$ cat config.mk
export PLATFORM = sky130hd
export DESIGN_NAME = dpc_counter
export DESIGN_NICKNAME = d
export VERILOG_FILES = /design/src/hw/dpc_pkg.sv /design/src/hw/dpc_counter.sv /design/src/hw/dpc_debounce.sv
export VERILOG_INCLUDE_DIRS = /design/src /design/src/hw
export SDC_FILE = /design/constraint.sdc
export NUM_CORES = 1
export LEC_CHECK = 0
export ABC_AREA = 1
export BUFFER_PORTS_ARGS = -buffer_cell sky130_fd_sc_hd__buf_2
export CAP_MARGIN = 20
export CORE_MARGIN = 5
export CORE_UTILIZATION = 36
export DETAILED_ROUTE_END_ITERATION = 10
export HOLD_SLACK_MARGIN = 0.15
export PLACE_DENSITY = 0.59
export SLEW_MARGIN = 30
export SYNTH_ARGS = -nofsm -noshare
export SYNTH_HDL_FRONTEND = slang
export SYNTH_SLANG_ARGS = --single-unit
$ cat constraint.sdc
create_clock -name sys_clk -period 3.7 [get_ports sys_clk]
set_clock_uncertainty 0.05 [all_clocks]
set_input_delay 0.185 -clock sys_clk [delete_from_list [all_inputs] [get_ports sys_clk]]
set_output_delay 0.185 -clock sys_clk [all_outputs]
set_load 0.02 [all_outputs]
$ cat src/hw/dpc_params.svh
// Constants of the debounced pulse counter: timing, debounce table, resets.
// Assumes a single 25 MHz system clock; included by bare name.
`ifndef DPC_PARAMS_SVH
`define DPC_PARAMS_SVH

// ****************************************************************
// Timing
// ****************************************************************
`define DPC_CLK_NS      40
`define DPC_MS_NS       1000000
`define DPC_MS_CYCLES   (`DPC_MS_NS / `DPC_CLK_NS)
`define DPC_S_MS        1000
`define DPC_CYC_DEF_S   16'h001e

// ****************************************************************
// Debounce filter times in ms
// ****************************************************************
`define DPC_DEB_10MS    8'h0a
`define DPC_DEB_20MS    8'h14
`define DPC_DEB_30MS    8'h1e
`define DPC_DEB_40MS    8'h28
`define DPC_DEB_50MS    8'h32
`define DPC_DEB_70MS    8'h46
`define DPC_DEB_100MS   8'h64
`define DPC_DEB_150MS   8'h96

// ****************************************************************
// Count widths and reset values
// ****************************************************************
`define DPC_MASK_1B     32'h0000_00ff
`define DPC_MASK_2B     32'h0000_ffff
`define DPC_MASK_4B     32'hffff_ffff
`define DPC_RST_COUNT   32'h0000_0000
`define DPC_RST_BYTE    8'h00

`endif

$ cat src/hw/dpc_pkg.sv
// Types of the debounced pulse counter.
// Assumes dpc_params.svh holds every number.
package dpc_pkg;

    // ****************************************************************
    // Configuration encodings
    // ****************************************************************
    typedef enum logic [1:0] {DPC_MODE_NONE, DPC_MODE_COUNTER,
                              DPC_MODE_OTHER} dpc_mode_t;
    typedef enum logic [1:0] {DPC_ON_PRESS, DPC_ON_RELEASE,
                              DPC_ON_BOTH} dpc_edge_t;
    typedef enum logic [1:0] {DPC_SIZE_1B, DPC_SIZE_2B,
                              DPC_SIZE_4B} dpc_size_t;
    typedef enum logic [1:0] {DPC_OVF_NONE, DPC_OVF_BIT,
                              DPC_OVF_BYTE} dpc_ovf_t;
    typedef enum logic {DPC_ST_INIT, DPC_ST_RUN} dpc_phase_t;

    // ****************************************************************
    // Top state
    // ****************************************************************
    typedef struct packed {
        dpc_phase_t  phase;
        logic [15:0] ms_cnt;
        logic        ms_tick;
        logic [9:0]  sub_s;
        logic [15:0] sec_cnt;
        logic        prs_prev;
        logic [31:0] count;
        logic        cnt_vld;
        logic [31:0] cnt_data;
        logic        ovf_vld;
        logic [7:0]  ovf_data;
        logic        ovf_ev;
    } dpc_state_t;

endpackage : dpc_pkg

$ cat src/hw/dpc_counter.sv
// Debounced pulse counter on one contact input, with overflow and cyclic
// telegram strobes. Assumes configuration ports hold steady while counting.
//
// Functional notes
// - The contact is read as normally closed or normally open per config.
// - With no function selected the input is ignored; counter mode counts.
// - A count pulse comes on press, on release, or on both edges.
// - Each count pulse adds the configured step of 1 to 255.
// - Counting and the sent value use a width of one, two or four bytes.
// - After reset or failure the start value is loaded before counting.
// - An increment taking the count above the end value is an overflow.
// - On overflow a telegram of none, one bit or one byte is sent.
// - With cyclic sending on, the count is sent at the configured period.
// - The contact is debounced with a 10 ms to 150 ms filter time.
`timescale 1ns/100ps
`include "dpc_params.svh"
module dpc_counter #(
    parameter int MS_CYCLES = `DPC_MS_CYCLES,
    parameter int S_MS      = `DPC_S_MS
) (
    // Clock and reset
    input  logic                 sys_clk,
    input  logic                 arst_n,
    // Contact and failure
    input  logic                 contact_raw,
    input  logic                 fail_load,
    // Configuration
    input  dpc_pkg::dpc_mode_t   op_mode,
    input  logic                 contact_nc,
    input  dpc_pkg::dpc_edge_t   count_on,
    input  logic [7:0]           step_size,
    input  dpc_pkg::dpc_size_t   count_size,
    input  logic [31:0]          start_value,
    input  logic [31:0]          end_value,
    input  logic                 cyc_enable,
    input  logic [15:0]          cyc_period_s,
    input  dpc_pkg::dpc_ovf_t    ovf_len,
    input  logic [7:0]           ovf_value,
    input  logic [2:0]           deb_sel,
    // Status and telegrams
    output logic                 contact_pressed,
    output logic [31:0]          count_value,
    output logic                 count_tx_valid,
    output logic [31:0]          count_tx_data,
    output logic                 ovf_tx_valid,
    output logic [7:0]           ovf_tx_data
);

    localparam logic [15:0] MS_LAST = 16'(MS_CYCLES - 1);
    localparam logic [9:0]  S_LAST  = 10'(S_MS - 1);

    generate
        if (MS_CYCLES < 2 || MS_CYCLES > 65536) begin : g_chk_ms
            $error("dpc_counter: MS_CYCLES out of range");
        end
        if (S_MS < 1 || S_MS > 1024) begin : g_chk_s
            $error("dpc_counter: S_MS out of range");
        end
    endgenerate

    dpc_pkg::dpc_state_t st_ff;
    dpc_pkg::dpc_state_t nxt_st;

    logic [7:0]  deb_limit;
    logic        deb_level;
    logic        pressed;
    logic        press_ev;
    logic        rel_ev;
    logic        pulse;
    logic        sec_tick;
    logic [31:0] mask;
    logic [31:0] start_m;
    logic [31:0] end_m;
    logic [32:0] sum;
    logic        exceed;

    // ****************************************************************
    // Debounce
    // ****************************************************************
    always_comb begin
        case (deb_sel)
            3'h0:    deb_limit = `DPC_DEB_10MS;
            3'h1:    deb_limit = `DPC_DEB_20MS;
            3'h2:    deb_limit = `DPC_DEB_30MS;
            3'h3:    deb_limit = `DPC_DEB_40MS;
            3'h4:    deb_limit = `DPC_DEB_50MS;
            3'h5:    deb_limit = `DPC_DEB_70MS;
            3'h6:    deb_limit = `DPC_DEB_100MS;
            default: deb_limit = `DPC_DEB_150MS;
        endcase
    end

    dpc_debounce #(
        .W       (8)
    ) u_deb (
        .sys_clk (sys_clk),
        .arst_n  (arst_n),
        .tick    (st_ff.ms_tick),
        .raw     (contact_raw ^ contact_nc),
        .limit   (deb_limit),
        .level   (deb_level)
    );

    // ****************************************************************
    // Edges and arithmetic
    // ****************************************************************
    // Polarity folded in ahead of the filter, so its reset level means
    // released for either contact type: no false edge after reset
    assign pressed  = deb_level;
    assign press_ev = pressed & ~st_ff.prs_prev;
    assign rel_ev   = ~pressed & st_ff.prs_prev;

    always_comb begin
        case (count_on)
            dpc_pkg::DPC_ON_PRESS:   pulse = press_ev;
            dpc_pkg::DPC_ON_RELEASE: pulse = rel_ev;
            dpc_pkg::DPC_ON_BOTH:    pulse = press_ev | rel_ev;
            default:                 pulse = 1'b0;
        endcase
        if (op_mode != dpc_pkg::DPC_MODE_COUNTER ||
            st_ff.phase != dpc_pkg::DPC_ST_RUN) begin
            pulse = 1'b0;
        end
    end

    always_comb begin
        case (count_size)
            dpc_pkg::DPC_SIZE_1B: mask = `DPC_MASK_1B;
            dpc_pkg::DPC_SIZE_2B: mask = `DPC_MASK_2B;
            default:              mask = `DPC_MASK_4B;
        endcase
    end

    assign start_m = start_value & mask;
    assign end_m   = end_value & mask;
    // Wrap past the width also counts, since the sum is taken wide
    assign sum     = {1'b0, st_ff.count} + {25'h0, step_size};
    assign exceed  = sum > {1'b0, end_m};

    assign sec_tick = st_ff.ms_tick && st_ff.sub_s == S_LAST;

    // ****************************************************************
    // Next state
    // ****************************************************************
    always_comb begin
        nxt_st         = st_ff;
        nxt_st.ms_tick = 1'b0;
        nxt_st.cnt_vld = 1'b0;
        nxt_st.ovf_vld = 1'b0;
        nxt_st.ovf_ev  = 1'b0;
        nxt_st.prs_prev = pressed;
        if (st_ff.ms_cnt == MS_LAST) begin
            nxt_st.ms_cnt  = 16'h0;
            nxt_st.ms_tick = 1'b1;
        end else begin
            nxt_st.ms_cnt = st_ff.ms_cnt + 16'h1;
        end
        if (st_ff.ms_tick) begin
            nxt_st.sub_s = (st_ff.sub_s == S_LAST) ? 10'h0
                                                   : st_ff.sub_s + 10'h1;
        end
        case (st_ff.phase)
            dpc_pkg::DPC_ST_INIT: begin
                nxt_st.count = start_m;
                nxt_st.phase = dpc_pkg::DPC_ST_RUN;
            end
            dpc_pkg::DPC_ST_RUN: begin
                if (pulse && exceed) begin
                    nxt_st.ovf_ev = 1'b1;
                    nxt_st.count  = start_m;
                    if (ovf_len != dpc_pkg::DPC_OVF_NONE) begin
                        nxt_st.ovf_vld = 1'b1;
                        nxt_st.ovf_data =
                            (ovf_len == dpc_pkg::DPC_OVF_BIT)
                            ? {7'h0, ovf_value[0]} : ovf_value;
                    end
                end else if (pulse) begin
                    nxt_st.count = sum[31:0] & mask;
                end
            end
            default: nxt_st.phase = dpc_pkg::DPC_ST_INIT;
        endcase
        // Period zero sends nothing rather than flooding the bus
        if (!cyc_enable || cyc_period_s == 16'h0) begin
            nxt_st.sec_cnt = 16'h0;
        end else if (sec_tick) begin
            if (st_ff.sec_cnt + 16'h1 >= cyc_period_s) begin
                nxt_st.sec_cnt  = 16'h0;
                nxt_st.cnt_vld  = 1'b1;
                nxt_st.cnt_data = st_ff.count & mask;
            end else begin
                nxt_st.sec_cnt = st_ff.sec_cnt + 16'h1;
            end
        end
        if (fail_load) begin
            nxt_st.phase = dpc_pkg::DPC_ST_INIT;
        end
    end

    always_ff @(posedge sys_clk or negedge arst_n) begin
        if (!arst_n) begin
            st_ff          <= '0;
            st_ff.phase    <= dpc_pkg::DPC_ST_INIT;
            st_ff.count    <= `DPC_RST_COUNT;
            st_ff.cnt_data <= `DPC_RST_COUNT;
            st_ff.ovf_data <= `DPC_RST_BYTE;
        end else begin
            st_ff <= nxt_st;
        end
    end

    // ****************************************************************
    // Outputs
    // ****************************************************************
    assign contact_pressed = st_ff.prs_prev;
    assign count_value     = st_ff.count;
    assign count_tx_valid  = st_ff.cnt_vld;
    assign count_tx_data   = st_ff.cnt_data;
    assign ovf_tx_valid    = st_ff.ovf_vld;
    assign ovf_tx_data     = st_ff.ovf_data;
endmodule : dpc_counter

$ cat src/hw/dpc_debounce.sv
// Contact debounce filter counting millisecond ticks.
// Assumes raw is synchronous to sys_clk and tick is a one-cycle enable.
`timescale 1ns/100ps
module dpc_debounce #(
    parameter int W = 8
) (
    // Clock and reset
    input  logic         sys_clk,
    input  logic         arst_n,
    // Filter
    input  logic         tick,
    input  logic         raw,
    input  logic [W-1:0] limit,
    output logic         level
);

    typedef struct packed {
        logic         level;
        logic [W-1:0] cnt;
    } dpc_deb_t;

    dpc_deb_t st_ff;
    dpc_deb_t nxt_st;

    generate
        if (W < 2) begin : g_chk
            $error("dpc_debounce: W too small");
        end
    endgenerate

    // ****************************************************************
    // Filter
    // ****************************************************************
    // Any return to the held level restarts the wait, so bounce is lost
    always_comb begin
        nxt_st = st_ff;
        if (raw == st_ff.level) begin
            nxt_st.cnt = '0;
        end else if (tick) begin
            if (st_ff.cnt + W'(1) >= limit) begin
                nxt_st.level = raw;
                nxt_st.cnt   = '0;
            end else begin
                nxt_st.cnt = st_ff.cnt + W'(1);
            end
        end
    end

    always_ff @(posedge sys_clk or negedge arst_n) begin
        if (!arst_n) begin
            st_ff <= '0;
        end else begin
            st_ff <= nxt_st;
        end
    end

    assign level = st_ff.level;
endmodule : dpc_debounce

## Word-level counts from Yosys, hierarchy flattened

Index checks and enable logic that the tools add are counted.

| cells by class | value |
|---|---|
| add/subtract/negate cells | 5 |
| multiply operators | 0 |
| div/mod/pow operators | 0 |
| magnitude comparators | 3 |
| equal/unequal tests | 15 |
| shift operators | 0 |
| mux-type cells | 24 |
| bitwise operators | 13 |
| reductions and logical operators | 15 |

Operators with widths:

| cell | number |
|---|---|
| AND 32 bit | 4 |
| case mux 32 bit (2 select lines) | 2 |
| 2-to-1 mux 33 bit | 3 |
| 2-to-1 mux 16 bit | 4 |
| 2-to-1 mux 32 bit | 2 |
| case mux 8 bit (7 select lines) | 1 |
| adder 32 x 8 -> 33 bit | 1 |
| > comparator 33 x 32 -> 1 bit | 1 |
| adder 16 x 1 -> 16 bit, second input constant | 2 |
| 2-to-1 mux 8 bit | 4 |
| 2-to-1 mux 10 bit | 3 |
| equality test 16 x 15 -> 1 bit, second input constant | 1 |
| greater-or-equal comparator 16 bit | 1 |
| logical NOT 16 bit | 1 |
| adder 10 x 1 -> 10 bit, second input constant | 1 |
| equality test 10 bit, second input constant | 1 |
| equality test 3 bit, second input constant | 3 |
| 2-to-1 mux 9 bit | 1 |
| AND reduction 3 bit | 3 |
| adder 8 x 1 -> 8 bit, second input constant | 1 |
| greater-or-equal comparator 8 bit | 1 |
| equality test 2 x 1 -> 1 bit, second input constant | 3 |
| equality test 3 x 2 -> 1 bit, second input constant | 2 |
| nonzero test 2 bit | 3 |
| 16 further kinds | 26 |

| word-level totals | value |
|---|---|
| bits in registers | 128 |
| bits in latches | 0 |
| bits in writable memories | 0 |
| ROM bits | 0 |
| output and inout port bits | 75 |
| logic and storage cells | 88 |
| memories | 0 |

## Logic depth before layout (Yosys ltp)

Gate-level depths: netlist of run 1.

| logic depth | value |
|---|---|
| depth after elaboration | 8 |
| mapped depth | 31 |
| gate-level depth less buffers | 30 |

## Modules after synthesis

A second synthesis of run 1 with hierarchy kept.

| second synthesis, totals | value |
|---|---|
| cells, all modules | 1315 |
| area, all modules | 9487.8 µm² |

Modules (own cells, without submodules):

| module | times used | cells an instance | area each (µm²) | seq. area each (µm²) |
|---|---|---|---|---|
| dpc_counter | 1 | 1213 | 8772.2 | 2977.9 |
| dpc_debounce | 1 | 102 | 715.7 | 225.2 |

## Least setup slack after synthesis of run 1

Ideal clock, no wire load.

| path | value |
|---|---|
| kind | register -> register |
| start point | register st_ff, in the netlist count_value[0] |
| end point | register st_ff, in the netlist count_value[3] |
| setup time | 119 ps |
| data arrival time | 3256 ps |
| required time | 3531 ps |
| setup slack | 276 ps |
| cell stages (with the launch flop) | 28 |
| cell sequence | dfrtp_1 -> ha_1 -> fa_1 -> nand3_1 -> nand3_1 -> nand2_1 -> nand2_1 -> nand2_1 -> nor2_1 -> nand2_1 -> inv_1 -> nand2_1 -> nand2_1 -> nand2_1 -> inv_1 -> ha_1 -> nand2_1 -> nor3_1 -> nand2_1 -> nor2_1 -> nand2_2 -> nand2_4 -> nand2_8 -> nand2_8 -> buf_12 -> nand2_2 -> nand3_1 -> nand2_1 |

| between the ends | value |
|---|---|
| cells in the longest elaborated chain, start to end | 5 |
| elaborated cells between the ends (all ways) | 8 |

Ends and longest elaborated chain:

| element | RTL line | text |
|---|---|---|
| from (decl) | dpc_counter.sv:61 | `dpc_pkg::dpc_state_t st_ff;` |
| from (signal assigned) | dpc_counter.sv:208 | `st_ff <= nxt_st;` |
| adder 32 x 8 -> 33 bit * | dpc_counter.sv:137 | `assign sum = {1'b0, st_ff.count} + {25'h0, step_size};` |
| > comparator 33 x 32 -> 1 bit or AND 32 bit (tied branches) | dpc_counter.sv:138, dpc_counter.sv:178 |  |
| logical AND 1 bit or 2-to-1 mux 32 bit (tied branches) | dpc_counter.sv:168, dpc_counter.sv:177 |  |
| 2-to-1 mux 32 bit | dpc_counter.sv:168 | `if (pulse && exceed) begin` |
| case mux 32 bit (2 select lines) | dpc_counter.sv:162 | `case (st_ff.phase)` |

Mark *: on every way between the ends. The rest lies on a longest branch, timed or not. The select of a mux whose other input is x is not followed.
A chain may end at the register's enable or synchronous reset.

## Worst setup path after layout of run 1

| path | value |
|---|---|
| start point | register st_ff, in the netlist count_value[0] |
| end point | register st_ff, in the netlist count_value[13] |

Same word-level chain as after synthesis.

==> flow_summary.json, run 1 <==
{
  "wl_per_cell_um": 15.07,
  "gr-total-overflow": 0,
  "fill_cells": 2624,
  "grt_max_degree": 84,
  "area_delta_synth_final_pct": 29.93,
  "synth_largest_area_cell": "dfrtp_1",
  "die_x_um": 173.0,
  "dr.pass1.iters": 5,
  "dpl.hpwl_um": 21480,
  "final.min_clock_period_ns": 3.588,
  "crit_type": "reg -> reg",
  "cts-root-buf": "clkbuf_16",
  "worst_setup_path_end_kind": "flop",
  "max_freq_mhz": 278.7,
  "synth_top_cell_area_share": 0.3347,
  "htree_levels": 4,
  "synth_edf_count": 0,
  "regArea_um2": 3204,
  "power_mw": 4.580,
  "syn_avg_cell_area_um2": 7.260,
  "cp_top_family": "simple AND/OR/NAND/NOR gates",
  "fp.coreArea_um2": 26130,
  "clockPowerShare": 0.364,
  "io_pins": 188,
  "max-cap-violations": 0,
  "hold_viol": 0,
  "finalCritPeriodShare": 0.9698,
  "p_int_mw": 2.957,
  "synth-seq-cells": 128,
  "critPathMaxStageDelay_ns": 0.42,
  "critPathArrivalTime_ns": 3.85,
  "numCtsBuffers": 17,
  "hold_path_class": "in -> reg",
  "dr_total_vias": 9103,
  "drive_gt1_frac": 0.2703,
  "die_area_um2": 29940,
  "power.leakage_nw": 6.747,
  "grt_pass1_wl_um": 45650,
  "clk_pin_slew_ns": 0.07,
  "timing.hold.ws_ns": 0.2172,
  "drv_slew": 0,
  "core.rowCount": 59,
  "drt_iter0_drc": 466,
  "drt_wl_total_um": 28580,
  "start_util": 0.3662,
  "synthArstFlopShare": 1.000,
  "final.setup.tns_ns": 0,
  "start_kind": "flop",
  "grt_pass1_vias": 9071,
  "pwr_density_cell_nw_per_um2": 368.3,
  "antenna_found_initial": 1,
  "dominantRegCellSynth": "dfrtp_1",
  "maxSlewHeadroom": 0.4386,
  "pwr-share-comb": 0.300,
  "post-route-drc-count": 0,
  "nets": 1731,
  "status": "completed",
  "setup_viol": 0,
  "synthTopCellsByCount": "nand2_1 (356), inv_1 (207), dfrtp_1 (128)",
  "synth_nets": 1501,
  "seqPwrFrac": 0.336,
  "cts_sinks": 128,
  "peakVddDrop_v": 0.0002216,
  "gp_congestion": 0.8892,
  "antenna_left": 0,
  "layout_setup_ws_ns": 0.1116,
  "crit_top_cell": "nand2_4",
  "crit_buf_inv": 4,
  "portBuffers": 187,
  "critical_path.max_fanout": 5,
  "syn_area_um2": 9569,
  "yosysMostFrequentCell": "nand2_1",
  "netSwitchingPower_mw": 1.623,
  "synth_top_cells_by_area": "dfrtp_1 (33%), nand2_1 (14%), ha_1 (9.0%)",
  "viasPerCell": 4.799,
  "ys_seq_area_frac": 0.3347,
  "die_h_um": 173.0,
  "multi_input_area_um2": 5331,
  "dp_slack_ns": -0.1800,
  "cpMaxStageDelayCell": "dfrtp_1",
  "syn-instance-count": 1318,
  "worstSkewPairLatency_ns": 0.43,
  "ctsLongestPathBuffers": 2,
  "yosysWarningCount": 0,
  "required_ns": 3.96,
  "max_slew.worst_pin.slew_ns": 0.8412,
  "track_usage": 0.1856,
  "cts_tree": "yes",
  "synth.distinct_cells": 49,
  "swShare": 0.3544
}
[worst register-to-register path, cell delays in order, from the launching register on]
cell	delay, ns
dfrtp_1	0.42
ha_4	0.18
fa_2	0.39
nand3_2	0.08
nand3_2	0.13
nand2_4	0.11
nand2_4	0.06
nand2_4	0.09
buf_4	0.12
xor2_1	0.21
inv_1	0.07
ha_1	0.30
nand2_1	0.08
nor2_2	0.12
nand2_1	0.10
inv_2	0.08
nand4_1	0.09
nand3_1	0.10
nand2_2	0.07
nand2_4	0.08
nand2_8	0.08
nand2_8	0.13
clkbuf_16	0.17
nand2_2	0.05
nand3_1	0.06
nand2_1	0.05
[layout by cell type, fill, tap and decap left out, types with 11 or more instances in the layout]
cell type / count
buf_2: 186
nor4_1: 12
dfrtp_1: 127
nand3_1: 116
nor2_1: 55
o21ai_0: 40
buf_4: 67
a21oi_1: 26
clkbuf_16: 18
dlygate4sd3_1: 47
nand3_2: 12
inv_1: 197
inv_2: 11
nor3_1: 22
nand2_1: 337
ha_4: 15
nand4_1: 16
xor2_1: 38
nand2_2: 36
ha_1: 54
o31ai_1: 15
[cells by family after synthesis]
group                    after synthesis  synth area share
AO/OA/AOI/OAI                        119           0.07205
XOR/XNOR                              49           0.04485
adder cells (fa/ha/maj)               70           0.09231
buffers and inverters                312            0.1586
flip-flops                           128            0.3347
multiplexers                           1          0.001046
AND/OR/NAND/NOR                      639            0.2964
[power by group through the flow]
stage          Combinational (mW)  Clock (mW)  Sequential [mW]
2_1_floorplan               0.767           0             1.54
3_3_place_gp                 1.13           0             1.55
3_5_place_dp                 1.14           0             1.55
4_1_cts                      1.20        1.71             1.53
5_1_grt                      1.53        1.77             1.55
6_report                     1.37        1.67             1.54
[path summary, 6_finish.rpt]
kind,from,to,slack (ns),depth (start not counted)
max,count_value[0],count_value[13],0.11,25
min,cyc_enable,st_ff[91],0.22,5
max reg2reg,count_value[0],count_value[13],0.11,25
min reg2reg,u_deb.level,contact_pressed,0.39,0
max in group asynchronous,arst_n,st_ff[96],2.39,3
min in group asynchronous,arst_n,count_value[31],0.33,2
[registers in the layout, indices dropped and copies added (netlist names), 8 cells and up]
signal / count
u_deb.st_ff: 8
count_tx_data: 32
count_value: 32
ovf_tx_data: 8
st_ff: 44
[cell type report]
cell class | instances | area share
timing repair buffer | 312 | 0.1680
clock inverter | 15 | 0.01288
sequential | 128 | 0.2577
clock buffer | 17 | 0.03422
tap | 335 | 0.03371
inverter | 211 | 0.06451
antenna | 1 | 0.0002013
multi-input combinational | 878 | 0.4288
[metrics by stage]
| step | util | instance area [µm²] | std cells |
|---|---|---|---|
| final | 0.4758 | 12430 | 1897 |
| after global placement | 0.4112 | 10750 | 1804 |
| after detailed placement | 0.4112 | 10750 | 1804 |
| after floorplan | - | 9569 | 1318 |
| after CTS | 0.4531 | 11840 | 1883 |
| after global routing | 0.4758 | 12430 | 1897 |
[per-layer routing]
metal / track usage / vias to the layer above / part of all wire
li1: - / 4585 / -
met1: 0.2437 / 4240 / 0.45
met2: 0.3089 / 239 / 0.48
met3: 0.03581 / 39 / 0.045
met4: 0.06053 / 0 / 0.024
met5: 0 / - / 0
[what timing repair did]
action	in CTS	in global routing
hold buffers	47	0
buffers inserted	0	12
pin swaps	1	42
endpoints found under the hold margin	124	0
setup endpoints to repair	40	66
cloned	0	1
resized for setup	13	96
Note: power is estimated with default switching activity, not from simulation.
==> run 2: changes to the inputs <==
--- a/config.mk
+++ b/config.mk
@@ -6,14 +6,14 @@
 export SDC_FILE = /design/constraint.sdc
 export NUM_CORES = 1
 export LEC_CHECK = 0
-export ABC_AREA = 1
+export ABC_AREA = 0
 export BUFFER_PORTS_ARGS = -buffer_cell sky130_fd_sc_hd__buf_2
 export CAP_MARGIN = 20
 export CORE_MARGIN = 5
 export CORE_UTILIZATION = 36
 export DETAILED_ROUTE_END_ITERATION = 10
 export HOLD_SLACK_MARGIN = 0.15
-export PLACE_DENSITY = 0.59
+export PLACE_DENSITY = 0.6
 export SLEW_MARGIN = 30
 export SYNTH_ARGS = -nofsm -noshare
 export SYNTH_HDL_FRONTEND = slang
==> run 2 against run 1 <==
  * The flow now finishes with violations (setup timing)
  * Highest routed layer is now met5
  * First-iteration DRC count is 15% lower
  * Flip-flop and latch count stayed put
  * Area after synthesis is 8.3% lower
  * Clock-buffer cell count stayed put
  * Critical endpoint is now count_value[9]
  * Routed wire length is 8.9% lower
  * Total power is 3.2% lower
  * Cell count is 16% lower
  * Die area is 7.8% lower
  * Largest cell class unchanged
  * Sequential share of layout area is 0.94 points higher
  * Via count is 12% lower
==> flow_summary.json, run 2 <==
{
  "portBuffers": 187,
  "peakVddDrop_v": 0.0002760,
  "cts-root-buf": "clkbuf_16",
  "synthAdderAreaFrac": 0.1007,
  "yosysWarningCount": 0,
  "worstSkewPairLatency_ns": 0.43,
  "start_util": 0.3629,
  "final.min_clock_period_ns": 4.419,
  "regMostFlops": "st_ff",
  "core.rowCount": 57,
  "synth_nets": 1165,
  "reg2reg_from": "count_value[0]",
  "numCtsBuffers": 17,
  "fp.coreArea_um2": 24180,
  "grt_pass1_vias": 8194,
  "required_ns": 3.95,
  "holdPathStages": 4,
  "top_layer": "met5",
  "synth_compound_area_frac": 0.1570,
  "maxSlewHeadroom": 0.4608,
  "endpoint": "count_value[9]",
  "dominantRegCellSynth": "dfrtp_1",
  "hold_path_class": "in -> reg",
  "wl_met3_um": 1292,
  "violations": "setup timing",
  "io_pins": 188,
  "synth_xor_xnor_area_share": 0.06788,
  "ctsLongestPathBuffers": 2,
  "synth_largest_area_cell": "dfrtp_1",
  "htree_levels": 4,
  "synth-simple-area-share": 0.1823,
  "post-route-drc-count": 0,
  "die_h_um": 166.1,
  "gp_congestion": 0.8464,
  "power.leakage_nw": 6.033,
  "synth_top_family_by_area": "simple AND/OR/NAND/NOR gates",
  "seqPwrFrac": 0.338,
  "drt_wl_total_um": 26040,
  "die_area_um2": 27590,
  "dpl.hpwl_um": 19330,
  "max-cap-violations": 0,
  "start_kind": "flop",
  "setup_viol": 41,
  "min-delay-start": "step_size[1]",
  "cp_cell_sequence": "ha_4 -> fa_2 -> a211oi_2 -> nor2_2 -> o41ai_4 -> buf_4 -> or2_4 -> nor2_2 -> xor2_1 -> ha_1 -> nand4_1 -> buf_4 -> buf_4 -> buf_4 -> nor3_2 -> a22oi_1 -> nand2_1 -> o21ai_4 -> buf_12 -> a21oi_4 -> o31ai_1 -> or3_1",
  "syn_area_um2": 8773,
  "finalCritPeriodShare": 1.194,
  "antenna_found_initial": 1,
  "clk_pin_slew_ns": 0.07,
  "yosysMostFrequentCell": "nand2_1",
  "ys_seq_area_frac": 0.3651,
  "gr-total-overflow": 0,
  "timing.hold.ws_ns": 0.2744,
  "synth_top_cells_by_area": "dfrtp_1 (37%), ha_1 (9.8%), nand2_1 (6.8%)",
  "pwr-share-comb": 0.277,
  "final_common_cell": "buf_2",
  "syn-instance-count": 982,
  "crit_top_cell": "buf_4",
  "r2r_cells": 22,
  "area_delta_synth_final_pct": 36.65,
  "track_usage": 0.1840,
  "synth.distinct_cells": 71,
  "worst_setup_path_end_kind": "flop",
  "cpMaxStageDelayCell": "dfrtp_1",
  "wl_per_cell_um": 16.28,
  "layout_setup_ws_ns": -0.7192,
  "synthArstFlopShare": 1.000,
  "rsz0062_at_grt": "true",
  "syn_avg_cell_area_um2": 8.934,
  "r2r_slack_ns": -0.72,
  "antennaDiodeCount": 0,
  "clockPowerShare": 0.385,
  "max_slew.worst_pin.slew_ns": 0.8088,
  "dr.pass1.iters": 5,
  "synthMuxAreaShare": 0.02781,
  "drv_slew": 0,
  "wl_met1_um": 11220,
  "wl_met2_um": 12760,
  "swShare": 0.3223,
  "critPathMaxStageDelay_ns": 0.41,
  "p_int_mw": 3.003,
  "pwr_density_cell_nw_per_um2": 369.6,
  "largest_reg_flops": 44,
  "critPathArrivalTime_ns": 4.67,
  "synthTopCellsByCount": "nand2_1 (158), dfrtp_1 (128), buf_4 (72)",
  "viasPerCell": 5.004,
  "power_mw": 4.432,
  "startpoint": "count_value[0]",
  "cts_tree": "yes",
  "netSwitchingPower_mw": 1.428,
  "grt_pass1_wl_um": 41570,
  "synth_edf_count": 0,
  "most-common-layout-cells": "buf_2 (186), nand2_1 (154), dfrtp_1 (128)",
  "crit_type": "reg -> reg",
  "drive_gt1_frac": 0.3511,
  "cts_sinks": 128,
  "antenna_left": 0,
  "grt_max_degree": 96,
  "nets": 1446,
  "max_freq_mhz": 226.3,
  "synth_top_cell_area_share": 0.3651,
  "die_x_um": 166.1,
  "hold_viol": 0,
  "synth-seq-cells": 128,
  "critical_path.max_fanout": 4,
  "dr_total_vias": 8007,
  "drt_iter0_drc": 394,
  "status": "finished, violations left",
  "timing.rr.end": "count_value[9]"
}
## run 2: cell families (layout without fill, tap and decap cells)
| logic type | Yosys count | in the layout |
|---|---|---|
| DFF | 128 | 128 |
| adders and majority gates | 70 | 70 |
| muxes | 23 | 23 |
| and+or+nand+nor | 344 | 344 |
| AOI/OAI and AO/OA | 199 | 199 |
| buffers and inverters | 150 | 444 |
| xor gates and xnor gates | 68 | 68 |
## run 2: worst min path at each step
stage                           end  slack, ns
finish               count_value[1]       0.27
floorplan           contact_pressed      -0.16
CTS                  count_value[1]       0.23
global route         count_value[1]       0.29
detailed placement       st_ff[119]       0.29
global placement         st_ff[119]       0.29
## run 2: stage by stage
stage               std cells  utilization  setup WS [ns]  TNS, ns  area, µm²
detailed placement       1499       0.4281        -0.7777   -28.13      10350
global placement         1499       0.4281        -0.6995   -25.14      10350
global route             1600       0.4959        -0.9200   -32.14      11990
floorplan                 982            -        -0.6241   -20.56       8822
finish                   1600       0.4959        -0.7192   -24.65      11990
CTS                      1593       0.4851        -0.6323   -22.44      11730
## run 2: critical path, delay by kind of cell, from the launching register on
| kind | cells | cell delay (ns) |
|---|---|---|
| buffers and inverters | 5 | 0.80 |
| AO/OA/AOI/OAI | 6 | 1.00 |
| adder cells (fa/ha/maj) | 3 | 0.82 |
| flip-flops | 1 | 0.41 |
| XOR/XNOR | 1 | 0.15 |
| AND/OR/NAND/NOR | 7 | 1.06 |
## run 2: area by class of cell
type                            instances  area [µm²]
Timing Repair Buffer                  370        2560
Multi-Input combinational cell        704        5070
Clock buffer                           17       425.4
Sequential cell                       128        3203
Clock inverter                         15       167.7
Fill cell                            2265       12190
Tap cell                              324       405.4
Inverter                               42       157.7
## run 2: power groups by stage
stage	clock network (mW)	logic [mW]	registers, mW
after detailed placement	0	1.05	1.52
after global routing	1.80	1.34	1.50
final	1.71	1.23	1.50
after CTS	1.75	1.18	1.50
after floorplan	0	0.619	1.53
after global placement	0	1.03	1.52
## run 2: repair_timing
item	4_1_cts	5_1_grt
setup endpoints to repair	41	63
setup buffers	15	8
cloned	0	1
endpoints found under the hold margin	136	0
gates resized for setup	45	39
pin swaps	36	22
hold buffers	47	0
## run 2: per-layer routing
layer,global-route usage,vias to the layer above
met5,0,-
met4,0.06385,2
met3,0.04451,44
met2,0.3113,207
met1,0.2302,3808
li1,-,3946
==> run 3: changes to the inputs <==
--- a/config.mk
+++ b/config.mk
@@ -6,14 +6,15 @@
 export SDC_FILE = /design/constraint.sdc
 export NUM_CORES = 1
 export LEC_CHECK = 0
-export ABC_AREA = 0
+export ABC_AREA = 1
 export BUFFER_PORTS_ARGS = -buffer_cell sky130_fd_sc_hd__buf_2
 export CAP_MARGIN = 20
 export CORE_MARGIN = 5
 export CORE_UTILIZATION = 36
 export DETAILED_ROUTE_END_ITERATION = 10
 export HOLD_SLACK_MARGIN = 0.15
-export PLACE_DENSITY = 0.6
+export PLACE_DENSITY = 0.59
+export REMOVE_ABC_BUFFERS = 1
 export SLEW_MARGIN = 30
 export SYNTH_ARGS = -nofsm -noshare
 export SYNTH_HDL_FRONTEND = slang
==> run 3 against run 2 <==
  * The flow now finishes without violations
  * Largest power group unchanged
  * Cell area is 3.1% higher
  * Register-to-register slack better by 0.81 ns
  * Clock-buffer cell count is 2 higher
  * Sequential share of layout area is 0.80 points lower
  * Cell count is 18% higher
  * First-iteration DRC count is 70% higher
  * Fmax is 23% higher
==> flow_summary.json, run 3 (same netlist as run 1, synthesis figures left out) <==
{
  "die_h_um": 173.0,
  "gp_congestion": 0.9307,
  "most-common-layout-cells": "nand2_1 (328), inv_1 (198), buf_2 (186)",
  "portBuffers": 187,
  "post-route-drc-count": 0,
  "max_freq_mhz": 277.4,
  "max_slew.worst_pin.slew_ns": 0.7730,
  "critical_path.max_fanout": 7,
  "timing.hold.ws_ns": 0.1762,
  "r2r_cells": 24,
  "final.min_clock_period_ns": 3.605,
  "regMostFlops": "st_ff",
  "hold_path_class": "in -> reg",
  "fill_cells": 2599,
  "utilization": 0.4729,
  "worst_setup_path_end_kind": "flop",
  "power.leakage_nw": 6.694,
  "reg2reg_from": "count_value[0]",
  "required_ns": 3.96,
  "antenna_left": 0,
  "start_kind": "flop",
  "cts-root-buf": "clkbuf_16",
  "cts_tree": "yes",
  "power_mw": 4.547,
  "grt_max_degree": 74,
  "die_area_um2": 29940,
  "dp_slack_ns": -0.1056,
  "track_usage": 0.1859,
  "maxSlewHeadroom": 0.4841,
  "viasPerCell": 4.825,
  "drive_gt1_frac": 0.2726,
  "cts_sinks": 128,
  "critPathArrivalTime_ns": 3.86,
  "final.setup.tns_ns": 0,
  "numCtsBuffers": 17,
  "grt_pass1_vias": 9090,
  "worstSkewPairLatency_ns": 0.42,
  "endpoint": "ovf_tx_data[2]",
  "start_util": 0.3662,
  "htree_levels": 4,
  "dr_total_vias": 9110,
  "r2r_slack_ns": 0.09,
  "rsz0062_at_grt": "true",
  "dpl.hpwl_um": 21250,
  "drt_wl_total_um": 28350,
  "crit_type": "reg -> reg",
  "status": "completed",
  "max-cap-violations": 0,
  "wl_per_cell_um": 15.01,
  "finalCritPeriodShare": 0.9744,
  "die_x_um": 173.0,
  "timing.rr.end": "ovf_tx_data[2]",
  "setup_viol": 0,
  "peakVddDrop_v": 0.0002333,
  "grt_pass1_wl_um": 45570,
  "drv_slew": 0,
  "core.rowCount": 59,
  "hold_viol": 0,
  "io_pins": 188,
  "gr-total-overflow": 0,
  "area_delta_synth_final_pct": 29.13,
  "ctsLongestPathBuffers": 2,
  "antenna_found_initial": 0,
  "pwr_density_cell_nw_per_um2": 368.0,
  "drt_iter0_drc": 668,
  "startpoint": "count_value[0]",
  "clk_pin_slew_ns": 0.06,
  "fp.coreArea_um2": 26130,
  "largest_reg_flops": 44,
  "layout_setup_ws_ns": 0.09466,
  "dr.pass1.iters": 5,
  "nets": 1722,
  "final_common_cell": "nand2_1"
}
-- run 3: routing by layer --
metal,global-route usage,share of wire
met5,0,0
met4,0.05886,0.021
met3,0.04367,0.064
met2,0.3011,0.46
met1,0.2470,0.45
-- run 3: repair_timing --
item	in CTS	in global routing
gates resized for setup	17	104
gates cloned	2	0
setup buffers	0	12
pin swaps	3	44
setup endpoints to repair	40	41
hold buffers	46	0
hold endpoints to repair	114	0
-- run 3: cell type report --
| class | instances | area (µm²) | share of cell area |
|---|---|---|---|
| diodes | 1 | 2.502 | 0.0002025 |
| clock buffers | 19 | 442.9 | 0.03584 |
| clock inverters | 13 | 130.1 | 0.01053 |
| inverters | 211 | 798.3 | 0.06460 |
| multi-input cells | 879 | 5384 | 0.4357 |
| flip-flops and latches | 128 | 3203 | 0.2592 |
| well taps | 335 | 419.2 | 0.03392 |
| repair buffers | 302 | 1977 | 0.1600 |
-- run 3: worst max-delay path, stage by stage, from the launching register on --
cell,delay (ns)
dfrtp_1,0.39
ha_2,0.21
fa_2,0.40
nand3_2,0.07
nand3_2,0.09
nand2_2,0.09
nand2_2,0.08
nand2_4,0.10
nor2_4,0.05
nand2_4,0.10
buf_6,0.11
o21ai_2,0.04
nand2_1,0.09
inv_2,0.05
ha_4,0.27
nand2_4,0.06
nor4_4,0.26
nand2_1,0.09
nor2_2,0.17
a21oi_4,0.10
nand2_8,0.14
buf_12,0.14
clkinvlp_4,0.16
nand3_1,0.12
nand2_1,0.06
-- run 3: report_power, final --
group | leakage (nW) | internal [mW] | switching [mW]
sequential | 1.72 | 1.46 | 0.0766
combinational | 4.71 | 0.576 | 0.800
clock | 0.273 | 0.956 | 0.676
-- run 3: worst min-delay path by stage --
stage | startpoint | endpoint | slack [ns] | cells after the start
final | contact_raw | u_deb.level | 0.18 | 5
after floorplan | arst_n | contact_pressed | -0.16 | 0
after CTS | contact_raw | u_deb.level | 0.17 | 5
after global routing | contact_raw | u_deb.level | 0.19 | 5
after global placement | arst_n | u_deb.st_ff[7] | 0.21 | 1
after detailed placement | arst_n | u_deb.st_ff[7] | 0.21 | 1
-- run 3: per-stage QoR --
stage,area [µm²],instances
floorplan,8843,1217
global placement,10660,1796
global route,12350,1887
finish,12360,1888
CTS,11780,1876
detailed placement,10660,1796
